`config.mk`:
```
export PLATFORM = sky130hd
export DESIGN_NAME = cctc_top
export DESIGN_NICKNAME = d
export VERILOG_FILES = /design/src/cctc_pkg.sv /design/src/cctc_top.sv /design/src/cctc_reg8.sv
export SDC_FILE = /design/constraint.sdc
export NUM_CORES = 1
export LEC_CHECK = 0
export BUFFER_PORTS_ARGS = -buffer_cell sky130_fd_sc_hd__clkbuf_2
export CAP_MARGIN = 10
export CORE_MARGIN = 3
export CORE_UTILIZATION = 53
export CTS_CLUSTER_SIZE = 40
export DETAILED_ROUTE_END_ITERATION = 6
export GPL_TIMING_DRIVEN = 1
export PLACE_DENSITY_LB_ADDON = 0.15
export SLEW_MARGIN = 30
export SYNTH_ARGS = -nofsm -noshare
export SYNTH_HDL_FRONTEND = slang
export SYNTH_SLANG_ARGS = --single-unit
```
`constraint.sdc`:
```
create_clock -name clk -period 4.3 [get_ports clk]
set_input_delay 0 -clock clk [delete_from_list [all_inputs] [get_ports clk]]
set_output_delay 0 -clock clk [all_outputs]
set_load 0.02 [all_outputs]
```
`src/cctc_pkg.sv`:
```
package cctc_pkg;
    // register offsets on the register port
    localparam logic [7:0] CCTC_TIMER_CTRL_OFS = 8'h21;
    localparam logic [7:0] CCTC_CHG_CODE_OFS   = 8'h22;
    localparam logic [7:0] CCTC_PRETERM_OFS    = 8'h23;
    // reset values
    localparam logic [7:0] CCTC_TIMER_CTRL_RST = 8'h19;
    localparam logic [7:0] CCTC_CHG_CODE_RST   = 8'h41;
    localparam logic [7:0] CCTC_PRETERM_RST    = 8'h04;
    // writable bits; reserved bits read as zero
    localparam logic [7:0] CCTC_TIMER_CTRL_MSK = 8'h7b;
    localparam logic [7:0] CCTC_CODE_MSK       = 8'h7f;
    // field positions
    localparam int CCTC_HALF_RATE_BIT = 3;
    localparam int CCTC_PERIOD_LSB    = 0;
    // period codes
    localparam logic [1:0] CCTC_PER_30M = 2'h0;
    localparam logic [1:0] CCTC_PER_3H  = 2'h1;
    localparam logic [1:0] CCTC_PER_9H  = 2'h2;
    localparam logic [1:0] CCTC_PER_OFF = 2'h3;
    // period lengths in minutes
    localparam logic [10:0] CCTC_MIN_30M = 11'h01e;
    localparam logic [10:0] CCTC_MIN_3H  = 11'h0b4;
    localparam logic [10:0] CCTC_MIN_9H  = 11'h21c;
    // current code landmarks (currents in units of 0.1 mA)
    localparam logic [6:0]  CCTC_LOW_LAST     = 7'h07;
    localparam logic [6:0]  CCTC_CHG_STEP10   = 7'h54;
    localparam logic [6:0]  CCTC_CHG_LAST     = 7'h6e;
    localparam logic [6:0]  CCTC_PRE_FINE_END = 7'h09;
    localparam logic [6:0]  CCTC_PRE_COARSE   = 7'h40;
    localparam logic [6:0]  CCTC_PRE_LAST     = 7'h6c;
    localparam logic [15:0] CCTC_LOW_BASE     = 16'h0014;
    localparam logic [15:0] CCTC_LOW_STEP     = 16'h0004;
    localparam logic [15:0] CCTC_CHG_BASE     = 16'h0032;
    localparam logic [15:0] CCTC_CHG_240      = 16'h0960;
    localparam logic [15:0] CCTC_STEP_1MA     = 16'h000a;
    localparam logic [15:0] CCTC_STEP_10MA    = 16'h0064;
    localparam logic [15:0] CCTC_PRE_STEP     = 16'h0005;
    localparam logic [15:0] CCTC_PRE_6MA      = 16'h003c;
endpackage

```
`src/cctc_top.sv`:
```
`timescale 1ns/1ps
// charger timer and current configuration bank
module cctc_top (
    input  wire logic        clk,
    input  wire logic        nrst,
    input  wire logic        reg_wr,                 // write strobe, one cycle
    input  wire logic        reg_rd,                 // read strobe, one cycle
    input  wire logic [7:0]  reg_addr,               // register offset
    input  wire logic [7:0]  reg_wdata,              // write data
    input  wire logic        charge_enable_n,        // 0 while charging
    input  wire logic        low_current_range_select,
    output logic      [7:0]  reg_rdata_ff,           // read data, held
    output logic             timer_half_rate_enable_ff,
    output logic             timer_disabled_ff,
    output logic      [10:0] timer_period_min_ff,    // effective minutes
    output logic      [15:0] charge_current_dma_ff,  // 0.1 mA units
    output logic             charge_code_reserved_ff,
    output logic      [15:0] preterm_current_dma_ff, // 0.1 mA units
    output logic             preterm_code_reserved_ff
);
    logic [7:0]  tmr_q;     // timer control byte
    logic [7:0]  chg_q;     // charge current byte
    logic [7:0]  pre_q;     // precharge/termination byte
    logic        tmr_we;    // decoded write enables
    logic        chg_we;
    logic        pre_we;
    logic        tmr_lock;  // timer byte frozen while charging
    logic [7:0]  nxt_rdata;
    logic        nxt_half;
    logic        nxt_off;
    logic [10:0] nxt_min;
    logic [15:0] nxt_chg;
    logic        nxt_chg_res;
    logic [15:0] nxt_pre;
    logic        nxt_pre_res;

    // address decode
    assign tmr_we   = reg_wr && (reg_addr == cctc_pkg::CCTC_TIMER_CTRL_OFS);
    assign chg_we   = reg_wr && (reg_addr == cctc_pkg::CCTC_CHG_CODE_OFS);
    assign pre_we   = reg_wr && (reg_addr == cctc_pkg::CCTC_PRETERM_OFS);
    assign tmr_lock = !charge_enable_n;

    // timer byte; locked while charge_enable_n is low
    cctc_reg8 #(.RST(cctc_pkg::CCTC_TIMER_CTRL_RST), .MSK(cctc_pkg::CCTC_TIMER_CTRL_MSK))
    u_tmr (.clk(clk), .nrst(nrst), .we(tmr_we), .lock(tmr_lock), .wdata(reg_wdata),
           .q_ff(tmr_q));
    // current codes are never locked
    cctc_reg8 #(.RST(cctc_pkg::CCTC_CHG_CODE_RST), .MSK(cctc_pkg::CCTC_CODE_MSK))
    u_chg (.clk(clk), .nrst(nrst), .we(chg_we), .lock(1'b0), .wdata(reg_wdata),
           .q_ff(chg_q));
    cctc_reg8 #(.RST(cctc_pkg::CCTC_PRETERM_RST), .MSK(cctc_pkg::CCTC_CODE_MSK))
    u_pre (.clk(clk), .nrst(nrst), .we(pre_we), .lock(1'b0), .wdata(reg_wdata),
           .q_ff(pre_q));

    // read mux; unmapped offsets read zero, data held between reads
    always_comb begin
        nxt_rdata = reg_rdata_ff;
        if (reg_rd) begin
            unique case (reg_addr)
                cctc_pkg::CCTC_TIMER_CTRL_OFS: nxt_rdata = tmr_q;
                cctc_pkg::CCTC_CHG_CODE_OFS:   nxt_rdata = chg_q;
                cctc_pkg::CCTC_PRETERM_OFS:    nxt_rdata = pre_q;
                default:                       nxt_rdata = 8'h00;
            endcase
        end
    end

    // timer decode; half rate doubles the wall-clock period
    always_comb begin
        nxt_half = tmr_q[cctc_pkg::CCTC_HALF_RATE_BIT];
        nxt_off  = 1'b0;
        nxt_min  = 11'h000;
        unique case (tmr_q[cctc_pkg::CCTC_PERIOD_LSB +: 2])
            cctc_pkg::CCTC_PER_30M: nxt_min = cctc_pkg::CCTC_MIN_30M;
            cctc_pkg::CCTC_PER_3H:  nxt_min = cctc_pkg::CCTC_MIN_3H;
            cctc_pkg::CCTC_PER_9H:  nxt_min = cctc_pkg::CCTC_MIN_9H;
            cctc_pkg::CCTC_PER_OFF: nxt_off = 1'b1;
        endcase
        if (nxt_half) begin
            nxt_min = nxt_min << 1;
        end
    end

    // charge current decode; reserved codes give zero current
    always_comb begin
        nxt_chg     = 16'h0000;
        nxt_chg_res = 1'b0;
        if (low_current_range_select && chg_q[6:0] <= cctc_pkg::CCTC_LOW_LAST) begin
            nxt_chg = cctc_pkg::CCTC_LOW_BASE
                    + 16'(chg_q[6:0]) * cctc_pkg::CCTC_LOW_STEP;
        end else if (chg_q[6:0] < cctc_pkg::CCTC_CHG_STEP10) begin
            nxt_chg = cctc_pkg::CCTC_CHG_BASE
                    + 16'(chg_q[6:0]) * cctc_pkg::CCTC_STEP_1MA;
        end else if (chg_q[6:0] <= cctc_pkg::CCTC_CHG_LAST) begin
            nxt_chg = cctc_pkg::CCTC_CHG_240
                    + 16'(chg_q[6:0] - cctc_pkg::CCTC_CHG_STEP10)
                    * cctc_pkg::CCTC_STEP_10MA;
        end else begin
            nxt_chg_res = 1'b1;
        end
    end

    // precharge/termination decode; the gap and the codes above 50 mA are reserved
    always_comb begin
        nxt_pre     = 16'h0000;
        nxt_pre_res = 1'b0;
        if (pre_q[6:0] <= cctc_pkg::CCTC_PRE_FINE_END) begin
            nxt_pre = 16'(pre_q[6:0] + 7'h01) * cctc_pkg::CCTC_PRE_STEP;
        end else if (pre_q[6:0] >= cctc_pkg::CCTC_PRE_COARSE
                     && pre_q[6:0] <= cctc_pkg::CCTC_PRE_LAST) begin
            nxt_pre = cctc_pkg::CCTC_PRE_6MA
                    + 16'(pre_q[6:0] - cctc_pkg::CCTC_PRE_COARSE)
                    * cctc_pkg::CCTC_STEP_1MA;
        end else begin
            nxt_pre_res = 1'b1;
        end
    end

    // output registers; decode lags the stored byte by one cycle
    always_ff @(posedge clk or negedge nrst) begin
        if (!nrst) begin
            reg_rdata_ff              <= 8'h00;
            timer_half_rate_enable_ff <= 1'b1;
            timer_disabled_ff         <= 1'b0;
            timer_period_min_ff       <= 11'h000;
            charge_current_dma_ff     <= 16'h0000;
            charge_code_reserved_ff   <= 1'b0;
            preterm_current_dma_ff    <= 16'h0000;
            preterm_code_reserved_ff  <= 1'b0;
        end else begin
            reg_rdata_ff              <= nxt_rdata;
            timer_half_rate_enable_ff <= nxt_half;
            timer_disabled_ff         <= nxt_off;
            timer_period_min_ff       <= nxt_min;
            charge_current_dma_ff     <= nxt_chg;
            charge_code_reserved_ff   <= nxt_chg_res;
            preterm_current_dma_ff    <= nxt_pre;
            preterm_code_reserved_ff  <= nxt_pre_res;
        end
    end

    // an unlocked write of bit 3 shows on the output two edges later
    property p_half_rate;
        @(posedge clk) disable iff (!nrst)
        (tmr_we && charge_enable_n) |-> ##2 (timer_half_rate_enable_ff == $past(reg_wdata[3], 2));
    endproperty
    a_half_rate: assert property (p_half_rate) else $error("half rate bit not taken");

    // a locked write leaves the timer byte unchanged
    property p_lock;
        @(posedge clk) disable iff (!nrst)
        (tmr_we && !charge_enable_n) |=> $stable(tmr_q);
    endproperty
    a_lock: assert property (p_lock) else $error("timer byte written while locked");

    // 9 h period code maps to 540 minutes at full rate
    property p_period;
        @(posedge clk) disable iff (!nrst)
        (tmr_q[1:0] == 2'h2 && !tmr_q[3]) |=> (timer_period_min_ff == 11'h21c);
    endproperty
    a_period: assert property (p_period) else $error("9 h period wrong");

    // shortest period at full rate
    property p_period_short;
        @(posedge clk) disable iff (!nrst)
        (tmr_q[1:0] == 2'h0 && !tmr_q[3]) |=> (timer_period_min_ff == 11'h01e);
    endproperty
    a_period_short: assert property (p_period_short) else $error("30 m period wrong");

    // half rate stretches the 9 h period to 18 h of wall-clock time
    property p_half_double;
        @(posedge clk) disable iff (!nrst)
        (tmr_q[1:0] == 2'h2 && tmr_q[3]) |=> (timer_period_min_ff == 11'h438);
    endproperty
    a_half_double: assert property (p_half_double) else $error("half rate period wrong");

    property p_off;
        @(posedge clk) disable iff (!nrst)
        1'b1 |=> (timer_disabled_ff == ($past(tmr_q[1:0]) == 2'h3));
    endproperty
    a_off: assert property (p_off) else $error("timer disable decode wrong");

    // low range code 7 gives 4.8 mA
    property p_low;
        @(posedge clk) disable iff (!nrst)
        (low_current_range_select && chg_q[6:0] == 7'h07) |=> (charge_current_dma_ff == 16'h0030);
    endproperty
    a_low: assert property (p_low) else $error("low range decode wrong");

    // low range code 0 gives 2.0 mA, not the normal 5 mA
    property p_low_base;
        @(posedge clk) disable iff (!nrst)
        (low_current_range_select && chg_q[6:0] == 7'h00) |=>
            (charge_current_dma_ff == 16'h0014);
    endproperty
    a_low_base: assert property (p_low_base) else $error("low range base wrong");

    // preterm code 4 gives 2.5 mA
    property p_pre;
        @(posedge clk) disable iff (!nrst)
        (pre_q[6:0] == 7'h04) |=> (preterm_current_dma_ff == 16'h0019);
    endproperty
    a_pre: assert property (p_pre) else $error("preterm decode wrong");

    // last coarse preterm code gives 50 mA
    property p_pre_top;
        @(posedge clk) disable iff (!nrst)
        (pre_q[6:0] == 7'h6c) |=>
            (preterm_current_dma_ff == 16'h01f4 && !preterm_code_reserved_ff);
    endproperty
    a_pre_top: assert property (p_pre_top) else $error("preterm top code wrong");

    property p_pre_res;
        @(posedge clk) disable iff (!nrst)
        1'b1 |=> (preterm_code_reserved_ff ==
                  (($past(pre_q[6:0]) > 7'h09 && $past(pre_q[6:0]) < 7'h40)
                   || $past(pre_q[6:0]) > 7'h6c));
    endproperty
    a_pre_res: assert property (p_pre_res) else $error("preterm reserved flag wrong");

    // charge code 0x6e gives 500 mA; above is reserved
    property p_chg;
        @(posedge clk) disable iff (!nrst)
        (!low_current_range_select && chg_q[6:0] == 7'h6e) |=>
            (charge_current_dma_ff == 16'h1388 && !charge_code_reserved_ff);
    endproperty
    a_chg: assert property (p_chg) else $error("charge decode wrong");

    // codes above 0x6e are reserved in either range and drive no current
    property p_chg_res;
        @(posedge clk) disable iff (!nrst)
        (chg_q[6:0] > 7'h6e) |=>
            (charge_code_reserved_ff && charge_current_dma_ff == 16'h0000);
    endproperty
    a_chg_res: assert property (p_chg_res) else $error("charge reserved decode wrong");
endmodule // cctc_top

```
`src/cctc_reg8.sv`:
```
`timescale 1ns/1ps
// one configuration byte with write lock and reserved-bit mask
module cctc_reg8 #(
    parameter logic [7:0] RST = 8'h00,
    parameter logic [7:0] MSK = 8'hff
) (
    input  wire logic       clk,
    input  wire logic       nrst,
    input  wire logic       we,
    input  wire logic       lock,
    input  wire logic [7:0] wdata,
    output logic      [7:0] q_ff
);
    logic [7:0] nxt_q; // next stored value

    // a locked write leaves the byte untouched
    always_comb begin
        nxt_q = q_ff;
        if (we && !lock) begin
            nxt_q = wdata & MSK;
        end
    end

    // storage
    always_ff @(posedge clk or negedge nrst) begin
        if (!nrst) begin
            q_ff <= RST;
        end else begin
            q_ff <= nxt_q;
        end
    end
endmodule // cctc_reg8

```
### Yosys cells after proc, flatten, opt, wreduce, memory -nomap -nowiden

Cells that the tools add are included.

* $add $sub $neg: 7
* multiply operators: 4
* order comparisons: 6
* equality and inequality tests: 6
* muxes and demuxes: 14
* reductions and logical operators: 7

Operators by type and width (number)
* 16-bit two-way mux: 5
* 10-bit case mux with 3 select lines: 1
* 8-bit by 6-bit equality test with 1-bit output (second input constant): 3
* 7-bit case mux with 3 select lines: 1
* 12-bit by 16-bit adder with 16-bit output (first input constant): 1
* 6-bit by 16-bit adder with 16-bit output (first input constant): 1
* 16-bit by 3-bit multiplier with 15-bit output (second input constant): 1
* 16-bit by 5-bit multiplier with 14-bit output (second input constant): 1
* 7-bit by 7-bit subtractor with 8-bit output (second input constant): 2
* 7-bit <= comparator (second input constant): 2
* 6-bit by 11-bit adder with 12-bit output (first input constant): 1
* 8-bit by 3-bit multiplier with 11-bit output (second input constant): 1
* 11-bit two-way mux: 1
* 5-bit by 9-bit adder with 10-bit output (first input constant): 1
* 7-bit by 3-bit multiplier with 10-bit output (second input constant): 1
* 7-bit by 1-bit adder with 8-bit output (second input constant): 1
* 7-bit >= comparator (second input constant): 1
* 7-bit by 3-bit <= comparator with 1-bit output (second input constant): 1
* 7-bit by 4-bit <= comparator with 1-bit output (second input constant): 1
* 7-bit < comparator (second input constant): 1
* 1-bit logical AND: 6
* 1-bit two-way mux: 6
* 2-bit equality test (second input constant): 2
* 2-bit by 1-bit equality test with 1-bit output (second input constant): 1
* 2-bit zero test: 1

* bits in registers: 75
* bits of input ports: 22
* logic and storage cells: 55

### Depth between registers and ports, before layout

Gate-level depths: netlist (run 1).

* depth after elaboration: 6
* depth in mapped cells: 19
* depth with buffers taken out: 19

### Modules after synthesis

A second synthesis (run 1) with hierarchy kept.

* cells, all modules: 544
* area total of the unflattened synthesis: 5552.8 sq um

By module, submodules not included
* cctc_top: instances 1, cells each 491, area an instance 4628.2 sq um, sequential area each 1302.5 sq um
* cctc_reg8 (u_chg): instances 1, cells each 18, area an instance 319.1 sq um, sequential area each 177.7 sq um
* cctc_reg8 (u_pre): instances 1, cells each 18, area an instance 317.8 sq um, sequential area each 176.4 sq um
* cctc_reg8 (u_tmr): instances 1, cells each 17, area an instance 287.8 sq um, sequential area each 153.9 sq um

### Least setup slack after synthesis (run 1)

No wires, ideal clock.

* path kind: flip-flop to flip-flop
* start point: reg u_chg.q_ff[2]
* end point: reg charge_current_dma_ff[15]
* setup time: 0.079 ns
* arrival time: 4.180 ns
* setup slack: 0.040 ns
* cell stages (with the launch flop): 18
* buffers on the path: 0
* clock period less this slack: 4.260 ns
* cell sequence: dfrtp_1 -> inv_1 -> ha_1 -> nor2b_1 -> o21ai_1 -> nand2_1 -> inv_1 -> ha_1 -> inv_1 -> fa_1 -> fa_1 -> inv_1 -> ha_1 -> or3_1 -> o21ai_0 -> a21oi_1 -> a2111oi_4 -> mux2i_1

* longest elaborated chain between the ends: 6

Ends and longest elaborated chain
* from (decl): line cctc_reg8.sv:12 `output logic [7:0] q_ff`
* from (signal assigned): line cctc_reg8.sv:29 `q_ff <= nxt_q;`
* 7-bit by 7-bit subtractor with 8-bit output: line cctc_top.sv:96 `+ 16'(chg_q[6:0] - cctc_pkg::CCTC_CHG_STEP10)`
* 16-bit by 5-bit multiplier with 14-bit output: line cctc_top.sv:97 `* cctc_pkg::CCTC_STEP_10MA;`
* 12-bit by 16-bit adder with 16-bit output: line cctc_top.sv:96
* 16-bit two-way mux: line cctc_top.sv:94 `end else if (chg_q[6:0] <= cctc_pkg::CCTC_CHG_LAST) begin`
* 16-bit two-way mux: line cctc_top.sv:91 `end else if (chg_q[6:0] < cctc_pkg::CCTC_CHG_STEP10) begin`
* 16-bit two-way mux (*): line cctc_top.sv:88 `if (low_current_range_select && chg_q[6:0] <= cctc_pkg::CCTC_LOW_LAST) begin`
* named net nxt_chg[15]: line cctc_top.sv:32 `logic [15:0] nxt_chg;`
* to (signal assigned): line cctc_top.sv:135 `charge_current_dma_ff <= nxt_chg;`
* to (decl): line cctc_top.sv:16 `output logic [15:0] charge_current_dma_ff,`

Mark *: on every way through the listed nets, which the timed path passes. The rest lies on a longest branch.
A chain may end at the register's enable or synchronous reset.

### Final worst setup path (run 1)

Ends and elaborated chain as after synthesis.

==> qor.yml, run 1 <==
logic_synthesis:
  synth-seq-cells: 71
  synth_cell_type_count: 69
  ys_warn_count: 0
  yosysSeqAreaShare_pct: 33.40
  synthCells: 542
  synth_ff_type: "dfrtp_1"
  synth_edf_count: 0
  syn_area_per_cell_um2: 9.862
  syn_area_mm2: 0.005345
  synth-async-reset-ratio_pct: 100.0
setup_path:
  cp_cell_sequence: "inv_2 > ha_2 > nor2b_1 > o21ai_1 > nand2_2 > inv_1 > ha_1 > inv_1 > fa_1 > fa_1 > inv_1 > ha_2 > or3_1 > o21ai_0 > a21oi_1 > a2111oi_4 > mux2i_1"
  critPathMaxFanout: 5
  cp.arrival_ps: 4300
  end_kind: "register"
  crit_required_ps: 4580
  cp_num_buf_inv: 4
  crit_slowest_cell: "fa_1"
  crit_type: "register to register"
  cp-start-kind: "register"
  cp_top_family: "adder cells"
  cpMostUsedCell: "inv_1"
  max_stage_delay_ps: 520
placement:
  dp_hpwl_um: 8826
  place_inst: 739
  io_buffers: 72
  routabilityCongestion: 0.8809
  placed_area_mm2: 0.005787
  place_ws_ps: 92.89
layout:
  final_cell_mix: "clkbuf_2 (71), ha_1 (67), dfrtp_1 (64)"
  layoutNonFillerInstCount: 766
  drive_gt1_share_pct: 22.43
  areaGrowthSynthToFinish_pct: 14.26
  nFillCells: 847
  layout_commonest_cell: "clkbuf_2"
  diodes: 0
  final_nets: 729
  post-route-cell-area_mm2: 0.006107
route:
  highest_layer: "met4"
  drt-met1-wl_um: 5143
  viasPerCell: 5.363
  wl_met3_um: 324
  drc: 0
  routed_wl_um: 11600
  vias: 4108
  wl_met2_um: 5833
  ant_nets: 0
  routedWlPerCell_um: 15.14
  first_pass_iters: 4
  drt_iter0_markers: 146
hold_path:
  hold_class: "primary input to register"
floorplanning:
  die_h_um: 106.4
  die_w_um: 106.4
  start_util_pct: 54.69
  core_mm2: 0.009774
  ios: 77
  die_area_mm2: 0.01133
  rows: 36
sta:
  finalSetupTns_ps: 0
  fin_ws_ps: 278.7
  finalCritPeriodShare_pct: 93.52
  slew_viol_final: 0
  max_clock_freq_mhz: 248.7
  setup_viol_count_final: 0
  finClkSkew_ps: 8.558
  fin_hold_ws_ps: 23.50
  max_slew.worst_pin.slew_ps: 724.7
  fin_crit_ps: 4021
  maxSlewHeadroom_pct: 51.59
  hold_viol: 0
  rsz0062_at_grt: "false"
cts:
  clkSinkCount: 71
  path_clk_slew_ps: 80
  clk_root_buffer_cell: "clkbuf_8"
  clock_latency_ps: 360
  cts_buffer_depth: 2
  cts_inserted_buffers: 9
  tritoncts: "done"
  htree_num_levels: 3
global_routing:
  grt_max_degree: 51
  grt_pass1_wl_um: 19270
  grt_pass1_vias: 4110
  grt_overflow: 0
  grt_usage_pct: 21.37
  antenna_found_initial: 0
power:
  p_per_area_mw_per_mm2: 514.0
  vdd_drop_max_v: 0.0004101
  p_leak_nw: 2.918
run_status:
  status: "completed"
flow_run:
  cap_violations: 0
stage by stage:
stage                     power (W)  utilization (%)
after floorplan            0.002225                -
after global placement     0.002547            59.20
after detailed placement   0.002577            59.20
after CTS                  0.003125            62.24
after global routing       0.003407            62.48
final                      0.003139            62.48
Yosys cell counts, drive strengths merged, types with 4 or more instances:
library cell   n  area share, %
clkbuf        13            1.1
nor2b          8           0.94
nor3b          5           0.70
dfstp          7            3.4
nor2          27            1.9
nand2         42            2.9
mux2          14            3.0
xnor2         28            5.3
a21oi         24            2.3
dfrtp         64             30
a21o           9            1.3
ha            69             16
o21a           7            1.1
o22ai          9            1.1
fa            10            3.7
mux2i          4           0.75
xor2          14            2.4
o31ai          8            1.1
inv           57            4.1
o21ai         37            3.7
buf            6           0.75
nand3         10           0.94
a22oi          7           0.98
nor3          12            1.2
final timing paths:
| kind | start | endpoint | slack, ps | depth (start not counted) |
|---|---|---|---|---|
| worst max-delay path | u_chg.q_ff[2]$_DFFE_PN0P_ | charge_current_dma_ff[15]$_DFF_PN0_ | 280 | 17 |
| max in group asynchronous | nrst | u_chg.q_ff[1]$_DFFE_PN0P_ | 3150 | 3 |
| min in group asynchronous | nrst | preterm_current_dma_ff[15]$_DFF_PN0_ | 150 | 2 |
| worst min register to register | u_tmr.q_ff[3]$_DFFE_PN1P_ | timer_half_rate_enable_ff$_DFF_PN1_ | 440 | 0 |
| worst min-delay path | reg_addr[1] | reg_rdata_ff[2]$_DFFE_PN0P_ | 20 | 3 |
| worst max register to register | u_chg.q_ff[2]$_DFFE_PN0P_ | charge_current_dma_ff[15]$_DFF_PN0_ | 280 | 17 |
state kept, by name (all words and copies together) (netlist names), 6 cells and up:
name and cells:
u_chg.q_ff 7, u_tmr.q_ff 6, u_pre.q_ff 7, preterm_current_dma_ff 16, reg_rdata_ff 7, charge_current_dma_ff 15
timer_period_min_ff 9
cell type report:
cell class              count  area (um2)  area share (%)
well taps                 133       166.4           2.725
clock buffers               9       123.9           2.028
repair buffers             91       530.5           8.687
clock inverters             7       62.56           1.024
inverters                  57       219.0           3.585
multi-input cells         398        3219           52.71
flip-flops and latches     71        1785           29.24
where the power goes:
part / internal (W) / switching (W)
sequential: 0.000760 / 0.0000466
clock: 0.000221 / 0.000298
combinational: 0.000762 / 0.00105
worst min-delay path: stages:
cell	delay, ps
clkbuf_2	160
nand4_1	90
o21ai_0	80
logic make-up after synthesis:
group	share of synthesized area [%]
other	0.07016
adders and majority gates	19.90
DFF	33.40
AOI/OAI and AO/OA	16.29
xor gates and xnor gates	7.725
muxes	3.769
and+or+nand+nor	11.68
buffers and inverters	7.163
repair_timing:
action	CTS	global route
endpoints found under the setup margin	0	3
gates resized for setup	0	8
buffers inserted	0	0
hold endpoints to repair	48	0
hold buffers	11	0
metal layers:
| metal | vias up | track usage [%] |
|---|---|---|
| met1 | 1962 | 26.35 |
| met5 | - | 0 |
| met4 | 0 | 8.767 |
| met2 | 67 | 37.06 |
| li1 | 2059 | - |
| met3 | 20 | 3.643 |
Power figures use the tool's default switching activity.
==> run 2: changes to the inputs <==
==> constraint.sdc (replaced) <==
create_clock -name clk -period 4.3 [get_ports clk]
set_input_delay 0.43 -clock clk [delete_from_list [all_inputs] [get_ports clk]]
set_output_delay 0.43 -clock clk [all_outputs]
set_load 0.02 [all_outputs]
==> run 2 against run 1 <==
  * Global-route usage decreased by 0.53 points
  * Sequential power about the same
  * Via count down 0.95%
  * Utilization decreased by 0.40 points
  * Die area unchanged
  * First-iteration DRC count is 14% higher
==> qor.yml, run 2 (synthesis gave the netlist of run 1 again) <==
floorplanning:
  start_util_pct: 54.69  # unchanged
  rows: 36  # unchanged
  die_h_um: 106.4  # unchanged
  core_mm2: 0.009774  # unchanged
  die_area_mm2: 0.01133  # unchanged
  die_w_um: 106.4  # unchanged
  ios: 77  # unchanged
cts:
  clock_latency_ps: 360  # about the same
  cts-resized-gates: 0  # unchanged
  path_clk_slew_ps: 90  # about the same
  cts_buffer_depth: 2  # unchanged
  clkSinkCount: 71  # unchanged
  clk_root_buffer_cell: "clkbuf_8"
  post_cts_buffers: 0  # unchanged
  htree_num_levels: 3  # unchanged
  tritoncts: "done"
  cts_inserted_buffers: 9  # unchanged
  cts-hold-fix-buffers: 0  # -11
setup_path:
  critPathMaxFanout: 6  # +1
  cp_top_family: "adder cells"
  regToRegSetupSlack_ps: 300  # +20 ps
  ff2ff_path_depth: 19  # +2
  end_kind: "register"
  reg2reg_from: "u_chg.q_ff[2]$_DFFE_PN0P_"
  cpMostUsedCell: "ha_1"
  crit_type: "register to register"
  max_stage_delay_ps: 500  # -20 ps
  r2r_end: "charge_current_dma_ff[15]$_DFF_PN0_"
  cp_cell_sequence: "inv_2 > ha_2 > nor2b_1 > nor2_1 > nand2_1 > nand2_2 > inv_2 > ha_1 > ha_1 > inv_1 > fa_1 > inv_1 > ha_1 > a21o_1 > a21oi_1 > o21ai_1 > a311o_1 > or2_0 > mux2i_1"
  crit_slowest_cell: "fa_1"
  cp-start-kind: "register"
  crit_required_ps: 4590  # about the same
  cp.arrival_ps: 4290  # about the same
  cp_num_buf_inv: 4  # unchanged
placement:
  dp_hpwl_um: 8602  # -2.5%
  place_ws_ps: 84.68  # -8.212 ps
  io_buffers: 72  # unchanged
  routabilityCongestion: 0.8718  # -1.0%
  place_inst: 738  # -0.14%
flow_run:
  cap_violations: 0  # unchanged
layout:
  regMostFlops: "preterm_current_dma_ff"
  layout_commonest_cell: "clkbuf_2"
  largest_reg_flops: 16  # unchanged
  drive_gt1_share_pct: 22.87  # +0.43 points
  fin_util_pct: 62.08  # -0.40 points
  areaGrowthSynthToFinish_pct: 13.53
  reg_top3: "preterm_current_dma_ff (16), charge_current_dma_ff (15), timer_period_min_ff (9)"
  final_cell_mix: "clkbuf_2 (71), ha_1 (67), dfrtp_1 (64)"
  final_nets: 717  # -1.6%
  diodes: 0  # unchanged
  layoutNonFillerInstCount: 754  # -1.6%
sta:
  fin_ws_ps: 297.5  # +18.89 ps
  fin_crit_ps: 4002  # -18.89 ps
  maxSlewHeadroom_pct: 49.72  # -1.9 points
  hold_viol: 0  # unchanged
  max_slew.worst_pin.slew_ps: 752.7  # +27.99 ps
  finalSetupTns_ps: 0  # unchanged
  setup_viol_count_final: 0  # unchanged
  finClkSkew_ps: 12.65  # +4.095 ps
  rsz0062_at_grt: "false"
  finalCritPeriodShare_pct: 93.08  # -0.44 points
  slew_viol_final: 0  # unchanged
  max_clock_freq_mhz: 249.8  # +0.47%
route:
  vias: 4069  # -0.95%
  routedWlPerCell_um: 14.76  # -2.5%
  ant_nets: 0  # unchanged
  viasPerCell: 5.397  # +0.63%
  drc: 0  # unchanged
  drt_iter0_markers: 166  # +14%
  first_pass_iters: 4  # unchanged
  routed_wl_um: 11130  # -4.0%
hold_path:
  hold_class: "primary input to async pin"
power:
  total_power_w: 0.003292  # +4.9%
  p_leak_nw: 2.906  # -0.41%
  p_per_area_mw_per_mm2: 542.4  # +5.5%
  vdd_drop_max_v: 0.0003834  # -6.5%
global_routing:
  grt_pass1_vias: 3980  # -3.2%
  grt_max_degree: 46  # -9.8%
  grt_usage_pct: 20.84  # -0.53 points
  grt_pass1_wl_um: 18800  # -2.4%
  grt_overflow: 0  # unchanged
  antenna_found_initial: 0  # unchanged
run_status:
  status: "completed"
run 2: cell count changes in the layout (fill, tap and decap cells not counted), moves of 2 or more:
cell | previous run | this run
clkinv_4 | 0 | 2
dlygate4sd3_1 | 11 | 0
bufinv_16 | 0 | 3
clkinvlp_4 | 3 | 0
run 2: area by class of cell:
type	count	area (um2)
Multi-Input combinational cell	398	3231
Sequential cell	71	1785
Clock buffer	9	123.9
Inverter	57	219.0
Fill cell	846	3706
Clock inverter	7	127.6
Timing Repair Buffer	79	415.4
Tap cell	133	166.4
run 2: per-stage QoR:
step | area (um2) | hold slack, ps
final | 6068 | 65.96
after global routing | 6068 | 98.16
after CTS | 6033 | 75.05
after detailed placement | 5782 | 425.2
after global placement | 5779 | 418.8
after floorplan | 5364 | 134.4
run 2: worst max-delay path by stage:
stage                                                endpoint  slack (ps)                       from  depth (start not counted)
after detailed placement  charge_current_dma_ff[15]$_DFF_PN0_          80  u_chg.q_ff[2]$_DFFE_PN0P_                         19
after global placement    charge_current_dma_ff[15]$_DFF_PN0_         230  u_chg.q_ff[2]$_DFFE_PN0P_                         18
after global routing      charge_current_dma_ff[15]$_DFF_PN0_          20  u_chg.q_ff[2]$_DFFE_PN0P_                         19
after floorplan           charge_current_dma_ff[15]$_DFF_PN0_          40  u_chg.q_ff[2]$_DFFE_PN0P_                         17
final                     charge_current_dma_ff[15]$_DFF_PN0_         300  u_chg.q_ff[2]$_DFFE_PN0P_                         19
after CTS                 charge_current_dma_ff[15]$_DFF_PN0_          60  u_chg.q_ff[2]$_DFFE_PN0P_                         19
run 2: where the power goes:
part / switching (W) / internal [W]
clock network: 0.000284 / 0.000393
registers: 0.0000488 / 0.000760
logic: 0.00104 / 0.000766
run 2: worst reg2reg max path, cell delays in order (launching register included):
cell and delay, ps:
dfrtp_1 390, inv_2 100, ha_2 210, nor2b_1 70, nor2_1 140, nand2_1 100
nand2_2 110, inv_2 70, ha_1 290, ha_1 280, inv_1 50, fa_1 500
inv_1 40, ha_1 350, a21o_1 200, a21oi_1 190, o21ai_1 140, a311o_1 350
or2_0 200, mux2i_1 140
run 2: layer usage:
metal / part of all wire [%] / global-route usage [%]
met2: 51 / 34.71
met4: 2.4 / 8.219
met3: 3.3 / 3.339
met5: 0 / 0
met1: 44 / 27.22
==> run 3: changes to the inputs <==
CORE_UTILIZATION = 50   (was 53)
GPL_TIMING_DRIVEN = 0   (was 1)
SKIP_CTS_REPAIR_TIMING = 1   (was unset)
==> run 3 against run 2 <==
  * The run now ends with negative hold slack left
  * Clock power is 23% lower
  * Flip-flop and latch count unchanged
  * Global-route usage is 0.66 points lower
  * Hold slack worse by 75 ps
  * Sequential share of layout area fell by 0.72 points
  * Clock-buffer cell count unchanged
  * Total power fell by 2.6%
  * Largest cell class unchanged
  * Highest routed layer unchanged
==> qor.yml, run 3 (synthesis gave the netlist of run 1 again) <==
run_status:
  status: "finished with violations"
  violations: "negative hold slack"
layout:
  diodes: 0  # unchanged
  drive_gt1_share_pct: 24.61  # +1.7 points
  regMostFlops: "preterm_current_dma_ff"
  nFillCells: 932  # +10%
  multi_input_area_mm2: 0.003261  # +0.93%
  final_cell_mix: "clkbuf_2 (69), ha_1 (67), dfrtp_1 (62)"
  reg_top3: "preterm_current_dma_ff (16), charge_current_dma_ff (15), timer_period_min_ff (9)"
  final_nets: 738  # +2.9%
  area.sequential_mm2: 0.001788  # +0.14%
  layout_commonest_cell: "clkbuf_2"
  largest_reg_flops: 16  # unchanged
  areaGrowthSynthToFinish_pct: 16.53
hold_path:
  hold_class: "primary input to async pin"
flow_run:
  cap_violations: 0  # unchanged
route:
  viasPerCell: 5.356  # -0.75%
  routed_wl_um: 11800  # +6.0%
  drc: 0  # unchanged
  vias: 4167  # +2.4%
  routedWlPerCell_um: 15.17  # +2.7%
  first_pass_iters: 5  # +1
  ant_nets: 0  # unchanged
  drt_iter0_markers: 204  # +23%
floorplanning:
  ios: 77  # unchanged
  core_mm2: 0.01037  # +6.1%
  die_w_um: 109.4  # +2.8%
  die_area_mm2: 0.01197  # +5.7%
  rows: 37  # +2.8%
  start_util_pct: 51.54  # -3.1 points
  die_h_um: 109.4  # +2.8%
sta:
  maxSlewHeadroom_pct: 55.06  # +5.3 points
  max_slew.worst_pin.slew_ps: 672.8  # -79.89 ps
  slew_viol_final: 0  # unchanged
  fin_ws_ps: 216.6  # -80.91 ps
  setup_viol_count_final: 0  # unchanged
  fin_crit_ps: 4083  # +80.91 ps
  finalSetupTns_ps: 0  # unchanged
  fin_hold_ws_ps: -8.765  # -74.72 ps
  hold_viol: 6  # +6
  finClkSkew_ps: 10.12  # -2.531 ps
  max_clock_freq_mhz: 244.9  # -2.0%
  finalCritPeriodShare_pct: 94.96  # +1.9 points
cts:
  clock_latency_ps: 360  # about the same
  cts_buffer_depth: 2  # unchanged
  clkSinkCount: 71  # unchanged
  tritoncts: "done"
  path_clk_slew_ps: 90  # about the same
  clk_root_buffer_cell: "clkbuf_8"
  cts_inserted_buffers: 9  # unchanged
  htree_num_levels: 3  # unchanged
setup_path:
  endpoint: "charge_current_dma_ff[15]$_DFF_PN0_"
  reg2reg_from: "u_chg.q_ff[3]$_DFFE_PN0P_"
  end_kind: "register"
  cp_num_buf_inv: 4  # unchanged
  cp_top_family: "adder cells"
  crit_slowest_cell: "fa_1"
  max_stage_delay_ps: 520  # +20 ps
  cp-start-kind: "register"
  cp_cell_sequence: "inv_2 > ha_4 > nor2b_2 > nor2_1 > nand2_1 > nand2_2 > inv_2 > ha_1 > inv_1 > fa_1 > fa_1 > inv_1 > ha_2 > or3_1 > o21ai_0 > a21oi_2 > a2111oi_4 > mux2i_1"
  cp.arrival_ps: 4370  # +80 ps
  ff2ff_path_depth: 18  # -1
  regToRegSetupSlack_ps: 220  # -80 ps
  crit_required_ps: 4580  # about the same
  r2r_end: "charge_current_dma_ff[15]$_DFF_PN0_"
  crit_type: "register to register"
  critPathMaxFanout: 6  # unchanged
  critical_path_depth: 18  # -1
  crit_start: "u_chg.q_ff[3]$_DFFE_PN0P_"
placement:
  place_ws_ps: -559.2  # -643.8 ps
  routabilityCongestion: 0.8597  # -1.4%
  io_buffers: 70  # -2.8%
  dp_hpwl_um: 9015  # +4.8%
global_routing:
  grt_pass1_wl_um: 18970  # +0.88%
  grt_overflow: 0  # unchanged
  antenna_found_initial: 0  # unchanged
  grt_pass1_vias: 4001  # +0.53%
  grt_usage_pct: 20.18  # -0.66 points
  grt_max_degree: 48  # +4.3%
power:
  vdd_drop_max_v: 0.0004178  # +9.0%
  p_per_area_mw_per_mm2: 514.8  # -5.1%
  p_leak_nw: 2.966  # +2.1%
  total_power_w: 0.003207  # -2.6%
-- run 3: cell types whose count changed in the layout (fill, tap and decap cells not counted), sizes merged --
cell,before,now
buf,8,15
bufbuf,0,2
inv,59,61
clkinvlp,0,3
clkbuf,80,92
clkinv,2,0
bufinv,3,0
-- run 3: how the worst min path moves through the flow --
| stage | start | to | slack [ps] | depth (start not counted) |
|---|---|---|---|---|
| after floorplan | nrst | charge_code_reserved_ff$_DFF_PN0_ | 130 | 0 |
| after global placement | u_tmr.q_ff[3]$_DFFE_PN1P_ | timer_half_rate_enable_ff$_DFF_PN1_ | 360 | 0 |
| after detailed placement | u_tmr.q_ff[3]$_DFFE_PN1P_ | timer_half_rate_enable_ff$_DFF_PN1_ | 360 | 0 |
| after CTS | nrst | preterm_current_dma_ff[7]$_DFF_PN0_ | -9 | 1 |
| after global routing | nrst | preterm_current_dma_ff[0]$_DFF_PN0_ | 20 | 1 |
| final | nrst | preterm_current_dma_ff[7]$_DFF_PN0_ | -9 | 1 |
-- run 3: layer usage --
metal	vias to the layer above	share of wire, %	GRT usage (%)
met5	-	0	0
met4	0	2.3	7.925
met3	19	3.5	2.349
met2	94	51	35.14
met1	1987	43	25.53
li1	2067	-	-
-- run 3: report_power, final --
group | total [W] | switching (W) | internal (W)
clock | 0.000524 | 0.000303 | 0.000221
combinational | 0.00188 | 0.00109 | 0.000787
sequential | 0.000803 | 0.0000425 | 0.000760
total | 0.00321 | 0.00144 | 0.00177
-- run 3: area by class of cell --
type | count | share of cell area [%]
timing repair buffer | 79 | 7.071
sequential | 71 | 28.71
multi-input combinational | 398 | 52.35
buffer | 21 | 2.632
tap | 136 | 2.732
clock buffer | 9 | 1.989
clock inverter | 7 | 1.004
inverter | 57 | 3.515
-- run 3: per-stage QoR --
stage,utilization (%),cell area (um2),cells
5_1_grt,60.06,6228,778
2_1_floorplan,-,5364,547
6_report,60.06,6228,778
3_3_place_gp,56.74,5884,753
4_1_cts,58.83,6101,770
3_5_place_dp,57.03,5914,754
